<file path="src/ddr2_bank_defines.svh">
`ifndef DDR2_BANK_DEFINES_SVH
`define DDR2_BANK_DEFINES_SVH

// ****************************************************************
// Timing figures in ns and clock rate
// ****************************************************************
`define DDR2_CLK_MHZ    100
`define DDR2_T_RP_NS    15
`define DDR2_T_RCD_NS   15
`define DDR2_T_WR_NS    15
`define DDR2_T_RFC_NS   105

// Least times round up to whole cycles, never below one
`define DDR2_NS2CYC(ns) (((((ns) * `DDR2_CLK_MHZ) + 999) / 1000) < 1 ? 1 : \
                         ((((ns) * `DDR2_CLK_MHZ) + 999) / 1000))
`define DDR2_RP_CYC     `DDR2_NS2CYC(`DDR2_T_RP_NS)
`define DDR2_RCD_CYC    `DDR2_NS2CYC(`DDR2_T_RCD_NS)
`define DDR2_WR_CYC     `DDR2_NS2CYC(`DDR2_T_WR_NS)
`define DDR2_RFC_CYC    `DDR2_NS2CYC(`DDR2_T_RFC_NS)

// ****************************************************************
// Geometry and reset values
// ****************************************************************
`define DDR2_BURST_LEN  4
`define DDR2_NUM_BANKS  4
`define DDR2_TMR_W      8
`define DDR2_TMR_RST    8'h00

`endif

</file>
<file path="src/ddr2_bank_pkg.sv">
package ddr2_bank_pkg;

   // Decoded command on the control pins
   typedef enum logic [2:0] {
      CMD_DESEL,
      CMD_NOP,
      CMD_READ,
      CMD_WRITE,
      CMD_ACT,
      CMD_PRE,
      CMD_REF,
      CMD_MRS
   } cmd_t;

   // Per-bank state
   typedef enum logic [3:0] {
      BK_IDLE,
      BK_ACTIVATING,
      BK_ACTIVE,
      BK_READ,
      BK_WRITE,
      BK_READ_AP,
      BK_WRITE_AP,
      BK_WREC,
      BK_WREC_AP,
      BK_PRECHARGING
   } bank_state_t;

   // Strobe decode; chip select high wins over everything
   function automatic cmd_t decode_cmd(input logic cs_n, input logic ras_n,
                                       input logic cas_n, input logic we_n);
      cmd_t c;
      c = CMD_NOP;
      if (cs_n) begin
         c = CMD_DESEL;
      end else begin
         unique case ({ras_n, cas_n, we_n})
            3'b111: c = CMD_NOP;
            3'b101: c = CMD_READ;
            3'b100: c = CMD_WRITE;
            3'b011: c = CMD_ACT;
            3'b010: c = CMD_PRE;
            3'b001: c = CMD_REF;
            3'b000: c = CMD_MRS;
            3'b110: c = CMD_NOP;
         endcase
      end
      return c;
   endfunction

endpackage

</file>
<file path="src/ddr2_cmd_if.sv">
`timescale 1ns/1ps
interface ddr2_cmd_if #(parameter int BA_W = 2);
   import ddr2_bank_pkg::*;
   logic      ce;
   cmd_t      cmd;
   logic [BA_W-1:0] ba;
   logic      a10;

   modport src (output ce, output cmd, output ba, output a10);
   modport snk (input ce, input cmd, input ba, input a10);
endinterface

</file>
<file path="src/ddr2_bank_fsm.sv">
`timescale 1ns/1ps
`include "ddr2_bank_defines.svh"
module ddr2_bank_fsm #(
   parameter int                BA_W      = 2,
   parameter logic [BA_W-1:0]   BANK_ID   = '0,
   parameter int                BURST_LEN = `DDR2_BURST_LEN
) (
   // Clock and reset
   input  wire logic                      i_mclk,
   input  wire logic                      i_arst_n,
   // Decoded command
   ddr2_cmd_if.snk                        c,
   // Bank status
   output ddr2_bank_pkg::bank_state_t     o_state,
   output logic                           o_illegal
);
   import ddr2_bank_pkg::*;

   localparam logic [`DDR2_TMR_W-1:0] BURST_CYC = `DDR2_TMR_W'(BURST_LEN / 2 - 1);
   localparam logic [`DDR2_TMR_W-1:0] RP_CYC    = `DDR2_TMR_W'(`DDR2_RP_CYC - 1);
   localparam logic [`DDR2_TMR_W-1:0] RCD_CYC   = `DDR2_TMR_W'(`DDR2_RCD_CYC - 1);
   localparam logic [`DDR2_TMR_W-1:0] WR_CYC    = `DDR2_TMR_W'(`DDR2_WR_CYC - 1);

   bank_state_t             state;
   bank_state_t             next_state;
   logic [`DDR2_TMR_W-1:0]  tmr;
   logic [`DDR2_TMR_W-1:0]  next_tmr;
   logic                    hit;
   logic                    pre_hit;
   logic                    done;
   logic                    is_col;
   logic                    blocked;

   assign hit     = (c.ba == BANK_ID);
   assign pre_hit = (c.cmd == CMD_PRE) && (hit || c.a10);
   assign done    = (tmr == '0);
   assign is_col  = (c.cmd == CMD_READ) || (c.cmd == CMD_WRITE);
   assign blocked = ((is_col || c.cmd == CMD_ACT) && hit) || pre_hit;

   // ****************************************************************
   // Next state; a refused command is ignored, timed exits still occur
   // ****************************************************************
   always_comb begin
      next_state = state;
      next_tmr   = (tmr == '0) ? tmr : tmr - `DDR2_TMR_W'(1);
      o_illegal  = 1'b0;
      // Mode set or refresh is only legal with the bank idle
      if (state != BK_IDLE && (c.cmd == CMD_REF || c.cmd == CMD_MRS)) begin
         o_illegal = 1'b1;
      end
      unique case (state)
         BK_IDLE: begin
            if (c.cmd == CMD_ACT && hit) begin
               next_state = BK_ACTIVATING;
               next_tmr   = RCD_CYC;
            end else if (is_col && hit) begin
               o_illegal = 1'b1;
            end
         end
         BK_ACTIVATING: begin
            // Holding on a refused command would stretch tRCD
            if (blocked) begin
               o_illegal = 1'b1;
            end
            if (done) begin
               next_state = BK_ACTIVE;
            end
         end
         BK_ACTIVE, BK_READ, BK_WRITE, BK_WREC: begin
            if (c.cmd == CMD_READ && hit && state != BK_WRITE && state != BK_WREC) begin
               next_state = c.a10 ? BK_READ_AP : BK_READ;
               next_tmr   = BURST_CYC;
            end else if (c.cmd == CMD_WRITE && hit && state != BK_READ) begin
               next_state = c.a10 ? BK_WRITE_AP : BK_WRITE;
               next_tmr   = BURST_CYC;
            end else if (pre_hit && state == BK_ACTIVE) begin
               next_state = BK_PRECHARGING;
               next_tmr   = RP_CYC;
            end else begin
               if (blocked) begin
                  o_illegal = 1'b1;
               end
               if (done && state == BK_READ) begin
                  next_state = BK_ACTIVE;
               end else if (done && state == BK_WRITE) begin
                  next_state = BK_WREC;
                  next_tmr   = WR_CYC;
               end else if (done && state == BK_WREC) begin
                  next_state = BK_ACTIVE;
               end
            end
         end
         BK_READ_AP, BK_WRITE_AP, BK_WREC_AP: begin
            // Burst runs out on its own; column, activate or precharge commands that hit this bank are refused
            if (blocked) begin
               o_illegal = 1'b1;
            end
            if (done && state == BK_READ_AP) begin
               next_state = BK_PRECHARGING;
               next_tmr   = RP_CYC;
            end else if (done && state == BK_WRITE_AP) begin
               next_state = BK_WREC_AP;
               next_tmr   = WR_CYC;
            end else if (done) begin
               next_state = BK_PRECHARGING;
               next_tmr   = RP_CYC;
            end
         end
         BK_PRECHARGING: begin
            // A further precharge is a no-op and does not restart tRP
            if ((is_col || c.cmd == CMD_ACT) && hit) begin
               o_illegal = 1'b1;
            end
            if (done) begin
               next_state = BK_IDLE;
            end
         end
      endcase
   end

   // ****************************************************************
   // State and timer registers
   // ****************************************************************
   always_ff @(posedge i_mclk or negedge i_arst_n) begin
      if (!i_arst_n) begin
         state <= BK_IDLE;
         tmr   <= `DDR2_TMR_RST;
      end else if (c.ce) begin
         state <= next_state;
         tmr   <= next_tmr;
      end
   end

   assign o_state = state;
endmodule

</file>
<file path="src/ddr2_bank_state_command_check.sv">
`timescale 1ns/1ps
`include "ddr2_bank_defines.svh"
// Functional notes
// - A deselect or no-op during a read with auto-precharge lets the burst run to its end.
// - A deselect or no-op during a write with auto-precharge lets the burst complete.
// - While precharging, deselect, no-op and precharge are no-ops; idle follows after tRP.
// - While activating, deselect or no-op is a no-op; the bank is active after tRCD.
// - After refresh, deselect or no-op is a no-op and idle returns after tRFC.
module ddr2_bank_state_command_check #(
   parameter int BA_W      = 2,
   parameter int NUM_BANKS = `DDR2_NUM_BANKS,
   parameter int BURST_LEN = `DDR2_BURST_LEN
) (
   // Clock, reset, enable
   input  wire logic                         i_mclk,
   input  wire logic                         i_arst_n,
   input  wire logic                         i_ce,
   // Command pins
   input  wire logic                         i_cs_n,
   input  wire logic                         i_ras_n,
   input  wire logic                         i_cas_n,
   input  wire logic                         i_we_n,
   input  wire logic [BA_W-1:0]              i_ba,
   input  wire logic                         i_a10,
   // Status
   output ddr2_bank_pkg::bank_state_t        o_bank_state [NUM_BANKS],
   output logic                              o_refreshing,
   output logic                              o_all_idle,
   output logic                              o_illegal
);
   import ddr2_bank_pkg::*;

   localparam logic [`DDR2_TMR_W-1:0] RFC_CYC = `DDR2_TMR_W'(`DDR2_RFC_CYC - 1);

   ddr2_cmd_if #(.BA_W(BA_W)) cmd_bus ();

   bank_state_t             bank_st [NUM_BANKS];
   cmd_t                    pin_cmd;
   logic [NUM_BANKS-1:0]    bank_bad;
   logic                    banks_idle;
   logic                    ref_bad;
   logic                    rfc_bad;
   logic                    next_illegal;
   logic [`DDR2_TMR_W-1:0]  rfc_tmr;

   // ****************************************************************
   // Command decode
   // ****************************************************************
   // Strobes are sampled on the same edge the banks act on
   assign cmd_bus.ce  = i_ce;
   assign pin_cmd     = decode_cmd(i_cs_n, i_ras_n, i_cas_n, i_we_n);
   // Banks see a no-op while refreshing, so a refused command opens no row
   assign cmd_bus.cmd = o_refreshing ? CMD_NOP : pin_cmd;
   assign cmd_bus.ba  = i_ba;
   assign cmd_bus.a10 = i_a10;

   // ****************************************************************
   // Bank trackers
   // ****************************************************************
   // Each bank judges commands addressed to it, plus any refresh, mode set or precharge with a10 set
   for (genvar b = 0; b < NUM_BANKS; b++) begin : g_bank
      ddr2_bank_fsm #(
         .BA_W      (BA_W),
         .BANK_ID   (BA_W'(b)),
         .BURST_LEN (BURST_LEN)
      ) u_bank (
         .i_mclk    (i_mclk),
         .i_arst_n  (i_arst_n),
         .c         (cmd_bus),
         .o_state   (bank_st[b]),
         .o_illegal (bank_bad[b])
      );
   end

   always_comb begin
      banks_idle = 1'b1;
      for (int b = 0; b < NUM_BANKS; b++) begin
         if (bank_st[b] != BK_IDLE) begin
            banks_idle = 1'b0;
         end
      end
   end

   // ****************************************************************
   // Refresh cycle
   // ****************************************************************
   // While refreshing, anything but deselect or no-op is refused
   assign rfc_bad = o_refreshing && (pin_cmd != CMD_DESEL) && (pin_cmd != CMD_NOP);
   assign ref_bad = (pin_cmd == CMD_REF) && !banks_idle;

   always_ff @(posedge i_mclk or negedge i_arst_n) begin
      if (!i_arst_n) begin
         o_refreshing <= 1'b0;
         rfc_tmr      <= `DDR2_TMR_RST;
      end else if (i_ce) begin
         if (o_refreshing) begin
            if (rfc_tmr == '0) begin
               o_refreshing <= 1'b0;
            end else begin
               rfc_tmr <= rfc_tmr - `DDR2_TMR_W'(1);
            end
         end else if (pin_cmd == CMD_REF && banks_idle) begin
            o_refreshing <= 1'b1;
            rfc_tmr      <= RFC_CYC;
         end
      end
   end

   // ****************************************************************
   // Registered status outputs
   // ****************************************************************
   // Flag lags the offending command by one edge; a pulse per offence
   assign next_illegal = (|bank_bad) || ref_bad || rfc_bad;

   always_ff @(posedge i_mclk or negedge i_arst_n) begin
      if (!i_arst_n) begin
         o_illegal  <= 1'b0;
         o_all_idle <= 1'b1;
      end else if (i_ce) begin
         o_illegal  <= next_illegal;
         o_all_idle <= banks_idle && !o_refreshing;
      end
   end

   // Bank states copied out so the port comes from a flop
   always_ff @(posedge i_mclk or negedge i_arst_n) begin
      if (!i_arst_n) begin
         for (int b = 0; b < NUM_BANKS; b++) begin
            o_bank_state[b] <= BK_IDLE;
         end
      end else if (i_ce) begin
         for (int b = 0; b < NUM_BANKS; b++) begin
            o_bank_state[b] <= bank_st[b];
         end
      end
   end
endmodule

</file>
<file path="config.mk">
export PLATFORM = sky130hd
export DESIGN_NAME = ddr2_bank_state_command_check
export DESIGN_NICKNAME = d
export VERILOG_FILES = /design/src/ddr2_bank_pkg.sv /design/src/ddr2_cmd_if.sv /design/src/ddr2_bank_fsm.sv /design/src/ddr2_bank_state_command_check.sv
export VERILOG_INCLUDE_DIRS = /design/src
export SDC_FILE = /design/constraint.sdc
export NUM_CORES = 1
export LEC_CHECK = 0
export BUFFER_PORTS_ARGS = -buffer_cell sky130_fd_sc_hd__buf_2
export CAP_MARGIN = 20
export CORE_MARGIN = 3
export CORE_UTILIZATION = 30
export CTS_CLUSTER_SIZE = 20
export DETAILED_ROUTE_END_ITERATION = 16
export SYNTH_ARGS = -nofsm -noshare
export SYNTH_HDL_FRONTEND = slang
export SYNTH_SLANG_ARGS = --single-unit
</file>
<file path="constraint.sdc">
create_clock -name i_mclk -period 3.1 [get_ports i_mclk]
set_input_delay 0.775 -clock i_mclk [delete_from_list [all_inputs] [get_ports i_mclk]]
set_output_delay 0.775 -clock i_mclk [all_outputs]
set_load 0.03 [all_outputs]
</file>
# After elaboration in Yosys (flattened, before gate mapping)
# Memory sizes are Yosys's and may differ from the RTL's.
# Cells that the tools add are included.
# totals
elab_cells	366
reg_bits	75
output_inout_bits	19
n_memories	1
romBits	24
inputBits	10
# mem_list
name	words	width	rd	rd_ports_with_merged_regs	write_ports	line	rtl
(name not given)	8	3	1	0	0	ddr2_bank_pkg.sv:37	unique case ({ras_n, cas_n, we_n})
# classes
reduce_logical	118
n_addsub	5
eq_ne	80
muxes	146
# ops
cell	n
8-bit 2-to-1 mux	43
4-bit 2-to-1 mux	48
8-bit case mux with 3 select lines	4
4-bit case mux with 5 select lines	4
1-bit logical AND	69
4-bit by 3-bit equality test with 1-bit output, second input constant	16
8-bit zero test	5
8-bit by 1-bit subtractor with 8-bit output, second input constant	5
1-bit 2-to-1 mux	39
4-bit OR reduction	9
4-bit by 2-bit equality test with 1-bit output, second input constant	8
4-bit equality test, second input constant	8
4-bit by 3-bit != test with 1-bit output, second input constant	8
7-bit by 1-bit != test with 1-bit output, second input constant	4
2-bit by 1-bit != test with 1-bit output, second input constant	12
6-bit AND reduction	4
4-bit by 1-bit equality test with 1-bit output, second input constant	4
4-bit zero test	4
4-bit by 1-bit != test with 1-bit output, second input constant	4
4-bit by 2-bit != test with 1-bit output, second input constant	4
1-bit case mux with 4 select lines	4
4-bit nonzero test	4
3-bit equality test, second input constant	5
1-bit logical OR	13
other kinds (13)	21

# Longest topological paths before layout
# An unclocked memory read counts as a cell.
# logic_depth
depth_word	16
ltp_mapped	13

# By module
# From an unflattened synthesis, not the netlist that was laid out.
# unflattened
cells_unflattened	770
area_unflattened_um2	6587.6
# modules_own_cells
module	n_inst	area_per_inst_um2	cells_per_inst
ddr2_bank_fsm at g_bank[1].u_bank	1	1395.1	167
ddr2_bank_state_command_check	1	1340.0	117
ddr2_bank_fsm at g_bank[0].u_bank	1	1322.5	162
ddr2_bank_fsm at g_bank[2].u_bank	1	1321.3	172
ddr2_bank_fsm at g_bank[3].u_bank	1	1208.7	152

# Least setup slack after synthesis
# No wires, ideal clock.
# synth_path
kind	input -> register
start	input port i_cas_n
end	register g_bank[2].u_bank.state[2]
path_slack_ns	0.251
path_stages	8
path_buffers	1
required_time_ns	2.972
t_arrival_ns	2.721
cell_sequence	or4b_4 > buf_6 > or3_1 > nand3_1 > and4_1 > o31ai_1 > a21oi_2 > mux2_1
# synth_via
elab_chain_len	10
elab_cells_between_ends	22
cone_classes	eq/ne (6); mux (6); reduce/logical (9); memory (1)
# synth_lines
item	line	rtl
start, declared	ddr2_bank_state_command_check.sv:21	input wire logic i_cas_n,
memory read 8 x 3 bit (*)	n/a	
3-bit 2-to-1 mux (*)	ddr2_bank_pkg.sv:34	if (cs_n) begin
3-bit 2-to-1 mux (*)	ddr2_bank_state_command_check.sv:53	assign cmd_bus.cmd = o_refreshing ? CMD_NOP : pin_cmd;
3-bit equality test	ddr2_bank_fsm.sv:35	assign pre_hit = (c.cmd == CMD_PRE) && (hit || c.a10);
1-bit logical AND	ddr2_bank_fsm.sv:35	
1-bit logical AND	ddr2_bank_fsm.sv:76	end else if (pre_hit && state == BK_ACTIVE) begin
4-bit 2-to-1 mux	ddr2_bank_fsm.sv:76	
4-bit 2-to-1 mux	ddr2_bank_fsm.sv:73	end else if (c.cmd == CMD_WRITE && hit && state != BK_READ) begin
4-bit 2-to-1 mux	ddr2_bank_fsm.sv:70	if (c.cmd == CMD_READ && hit && state != BK_WRITE && state != BK_WREC) begin
4-bit case mux with 5 select lines	ddr2_bank_fsm.sv:51	unique case (state)
end signal, assigned	ddr2_bank_fsm.sv:129	state <= next_state;
end, declared	ddr2_bank_fsm.sv:24	bank_state_t state;
# Mark *: on every way between the ends. The rest lies on a longest branch, timed or not.
# A chain may end at the register's enable or synchronous reset.

# Worst setup path after layout
# layout_path
start	input port i_cas_n
end	register g_bank[2].u_bank.tmr[4]
# layout_via
elab_chain_len	10
elab_cells_between_ends	20
cone_classes	eq/ne (4); mux (7); reduce/logical (8); memory (1)
# layout_lines
item	line	rtl
memory read 8 x 3 bit (*)	n/a	
3-bit 2-to-1 mux (*)	ddr2_bank_pkg.sv:34	
3-bit 2-to-1 mux (*)	ddr2_bank_state_command_check.sv:53	
3-bit equality test	ddr2_bank_fsm.sv:35	
1-bit logical AND	ddr2_bank_fsm.sv:35	
1-bit logical AND	ddr2_bank_fsm.sv:76	
8-bit 2-to-1 mux	ddr2_bank_fsm.sv:76	
8-bit 2-to-1 mux	ddr2_bank_fsm.sv:73	
8-bit 2-to-1 mux	ddr2_bank_fsm.sv:70	
8-bit case mux with 3 select lines (*)	ddr2_bank_fsm.sv:51	
end signal, assigned	ddr2_bank_fsm.sv:127	tmr <= `DDR2_TMR_RST;
end signal, assigned	ddr2_bank_fsm.sv:130	tmr <= next_tmr;
end, declared	ddr2_bank_fsm.sv:26	logic [`DDR2_TMR_W-1:0] tmr;
# Marks and branches as above.

==> flow_summary.yaml <==
cells_and_area:
  instances_no_fill: 1088
  final_area_um2: 7196
  areaGrowthSynthToFinish_pct: 16.42
  drive_gt1_share_pct: 19.22
  fin_nets: 842
  layout_common_cells: "nand2_1 (74), dfrtp_1 (74), buf_4 (66), nor2_1 (59), a21oi_1 (59)"
  postLayoutCoreUtil_pct: 36.26
critical_path:
  slowest_delay_ns: 0.59
  path_max_fanout: 9
  cp.required_ns: 3.34
  path_class: "input port to register"
  critical_path.endpoint_type: "register"
  slowest_stage: "or4b_4"
  cp_data_arrival_time_ns: 3.08
  crit_path_cell_trace: "buf_2, or4b_4, a2111oi_0, o22a_1, nor2b_4, o311ai_4, buf_4, nor4_1, a21o_1"
  worstSetupStartpointType: "input port"
  critPathTopFamily: "compound AO/OA/AOI/OAI gates"
  critical_path_buf_inv_count: 2
grt:
  antenna_found_initial: 1
  grt_pass1_wl_um: 28700
  overflow: 0
  grt_max_degree: 76
  grt_pass1_vias: 5779
  grtUsageTotal_pct: 15.58
synth:
  syn_inst: 767
  syn-num-nets: 791
  synth.distinct_cells: 95
  synth_top_cell_by_area: "dfrtp_1"
  yosys_warnings: 0
  synth-main-ff-cell: "dfrtp_1"
  synth_edf_count: 0
  seq_area_frac_synth_pct: 30.38
  synth_top_area_share_pct: 29.96
  synth-async-reset-ratio_pct: 100.0
  synth_area_um2: 6181
  synth_area_leaders: "dfrtp_1 (30%), a21oi_1 (4.8%), nand2_1 (4.5%)"
  avgSynthCellArea_um2: 8.059
  ys_ff_latch: 75
floorplan:
  chipWidth_um: 149.5
  rows: 51
  start_util_pct: 31.15
  io_pins: 29
  die_h_um: 149.5
  die-area_um2: 22360
  core_area_um2: 19850
placement:
  dp_cells: 1072
  globalplace.congestion: 0.9208
  place_ws_ns: -0.07881
  detailed_place_hpwl_um: 12510
  placed_cell_area_um2: 6900
  io_buffers: 28
timing:
  clock.fmax_mhz: 351.9
  clock_skew_ns: 0.003829
  grt_setup_unrepaired: "no"
  relSlewSlack_pct: 35.57
  fin_ws_ns: 0.2581
  setup_tns_ns: 0
  tightestPinTransition_ns: 0.9664
  slew_violations: 0
  setup_viol: 0
  hold_ws_ns: 0.4787
  min_period_over_period_pct: 91.67
  layout_min_cycle_time_ns: 2.842
  hold_violations: 0
min_path:
  hold_path_class: "register to register"
power_and_ir_drop:
  p_total_mw: 6.766
  p_leak_nw: 2.950
  power_density_nw_per_um2: 940.3
  ir_worst_vdd_mv: 0.4299
clocking:
  clkLatencyLatePin_ns: 0.35
  cts_setup_buffers: 0
  cts_tree: "built"
  clk_pin_slew_ns: 0.06
  clk_root_buffer_cell: "clkbuf_16"
  ctsHoldBuffers: 0
  htreeDepth: 3
  numCtsBuffers: 9
  cts.repair.resized: 0
  clock_sinks: 75
  clk_path_buf_depth: 2
route:
  first_iter_violations: 456
  wl_um: 17330
  ant_nets: 0
  dr_total_vias: 6092
  first_pass_iters: 4
  drc_errors: 0
  post_drt_wl_per_cell_um: 15.93
  vias_per_cell: 5.599
run_status:
  status: "finished clean"
run:
  max_cap_violations: 0
## final timing paths
path / start / end / slack [ns] / depth (start not counted)
min: g_bank[0].u_bank.tmr[3] / g_bank[0].u_bank.tmr[3] / 0.48 / 1
min reg2reg: g_bank[0].u_bank.tmr[3] / g_bank[0].u_bank.tmr[3] / 0.48 / 1
min in group asynchronous: i_arst_n / o_bank_state[7] / 0.59 / 1
max: i_cas_n / g_bank[2].u_bank.tmr[4] / 0.26 / 9
max reg2reg: g_bank[3].u_bank.o_state[1] / o_illegal / 0.41 / 6
max in group asynchronous: i_arst_n / rfc_tmr[1] / 1.89 / 1
## cell families after synthesis
logic type      after synthesis  synth area share [%]
compound gates              271                 30.69
xor+xnor                      4                0.5669
fa+ha+maj                    14                 2.834
buf+inv                      91                 6.235
flops                        75                 30.38
mux                          28                 4.939
simple gates                284                 24.35
## registers in the layout, indices dropped and copies added, names as in the netlist
name,count
g_bank.u_bank.tmr,32
g_bank.u_bank.o_state,16
o_bank_state,16
rfc_tmr,8
o_all_idle,1
o_illegal,1
o_refreshing,1
## final cells by class
cell class | instances | area, µm²
Antenna cell | 1 | 2.502
Clock buffer | 10 | 239.0
Clock inverter | 5 | 53.80
Fill cell | 2040 | 12650
Inverter | 38 | 142.6
Multi-Input combinational cell | 601 | 3918
Sequential cell | 75 | 1878
Tap cell | 265 | 331.6
Timing Repair Buffer | 93 | 630.6
## metal layers
layer,global-route usage [%],share of wire [%]
met1,21.12,46
met2,24.30,46
met3,2.241,4.5
met4,7.735,3.4
met5,0,0
## synth_stat cells, drive strengths merged, types with 7 or more instances
cell type and n:
a211oi 14, a21o 7, a21oi 62, a31oi 27, and2 8, buf 19, clkbuf 34, dfrtp 74
ha 14, inv 33, mux2 20, mux2i 8, nand2 74, nand2b 18, nand3 13, nor2 60
nor2b 18, nor3 39, nor3b 9, nor4 11, o21ai 59, o22ai 9, o311ai 7, o31ai 14
o32ai 9
## power breakdown
group	switching [mW]	internal, mW
combinational	2.36	1.65
sequential	0.328	1.37
clock	0.417	0.637
total	3.11	3.66
Power figures use the tool's default switching activity.
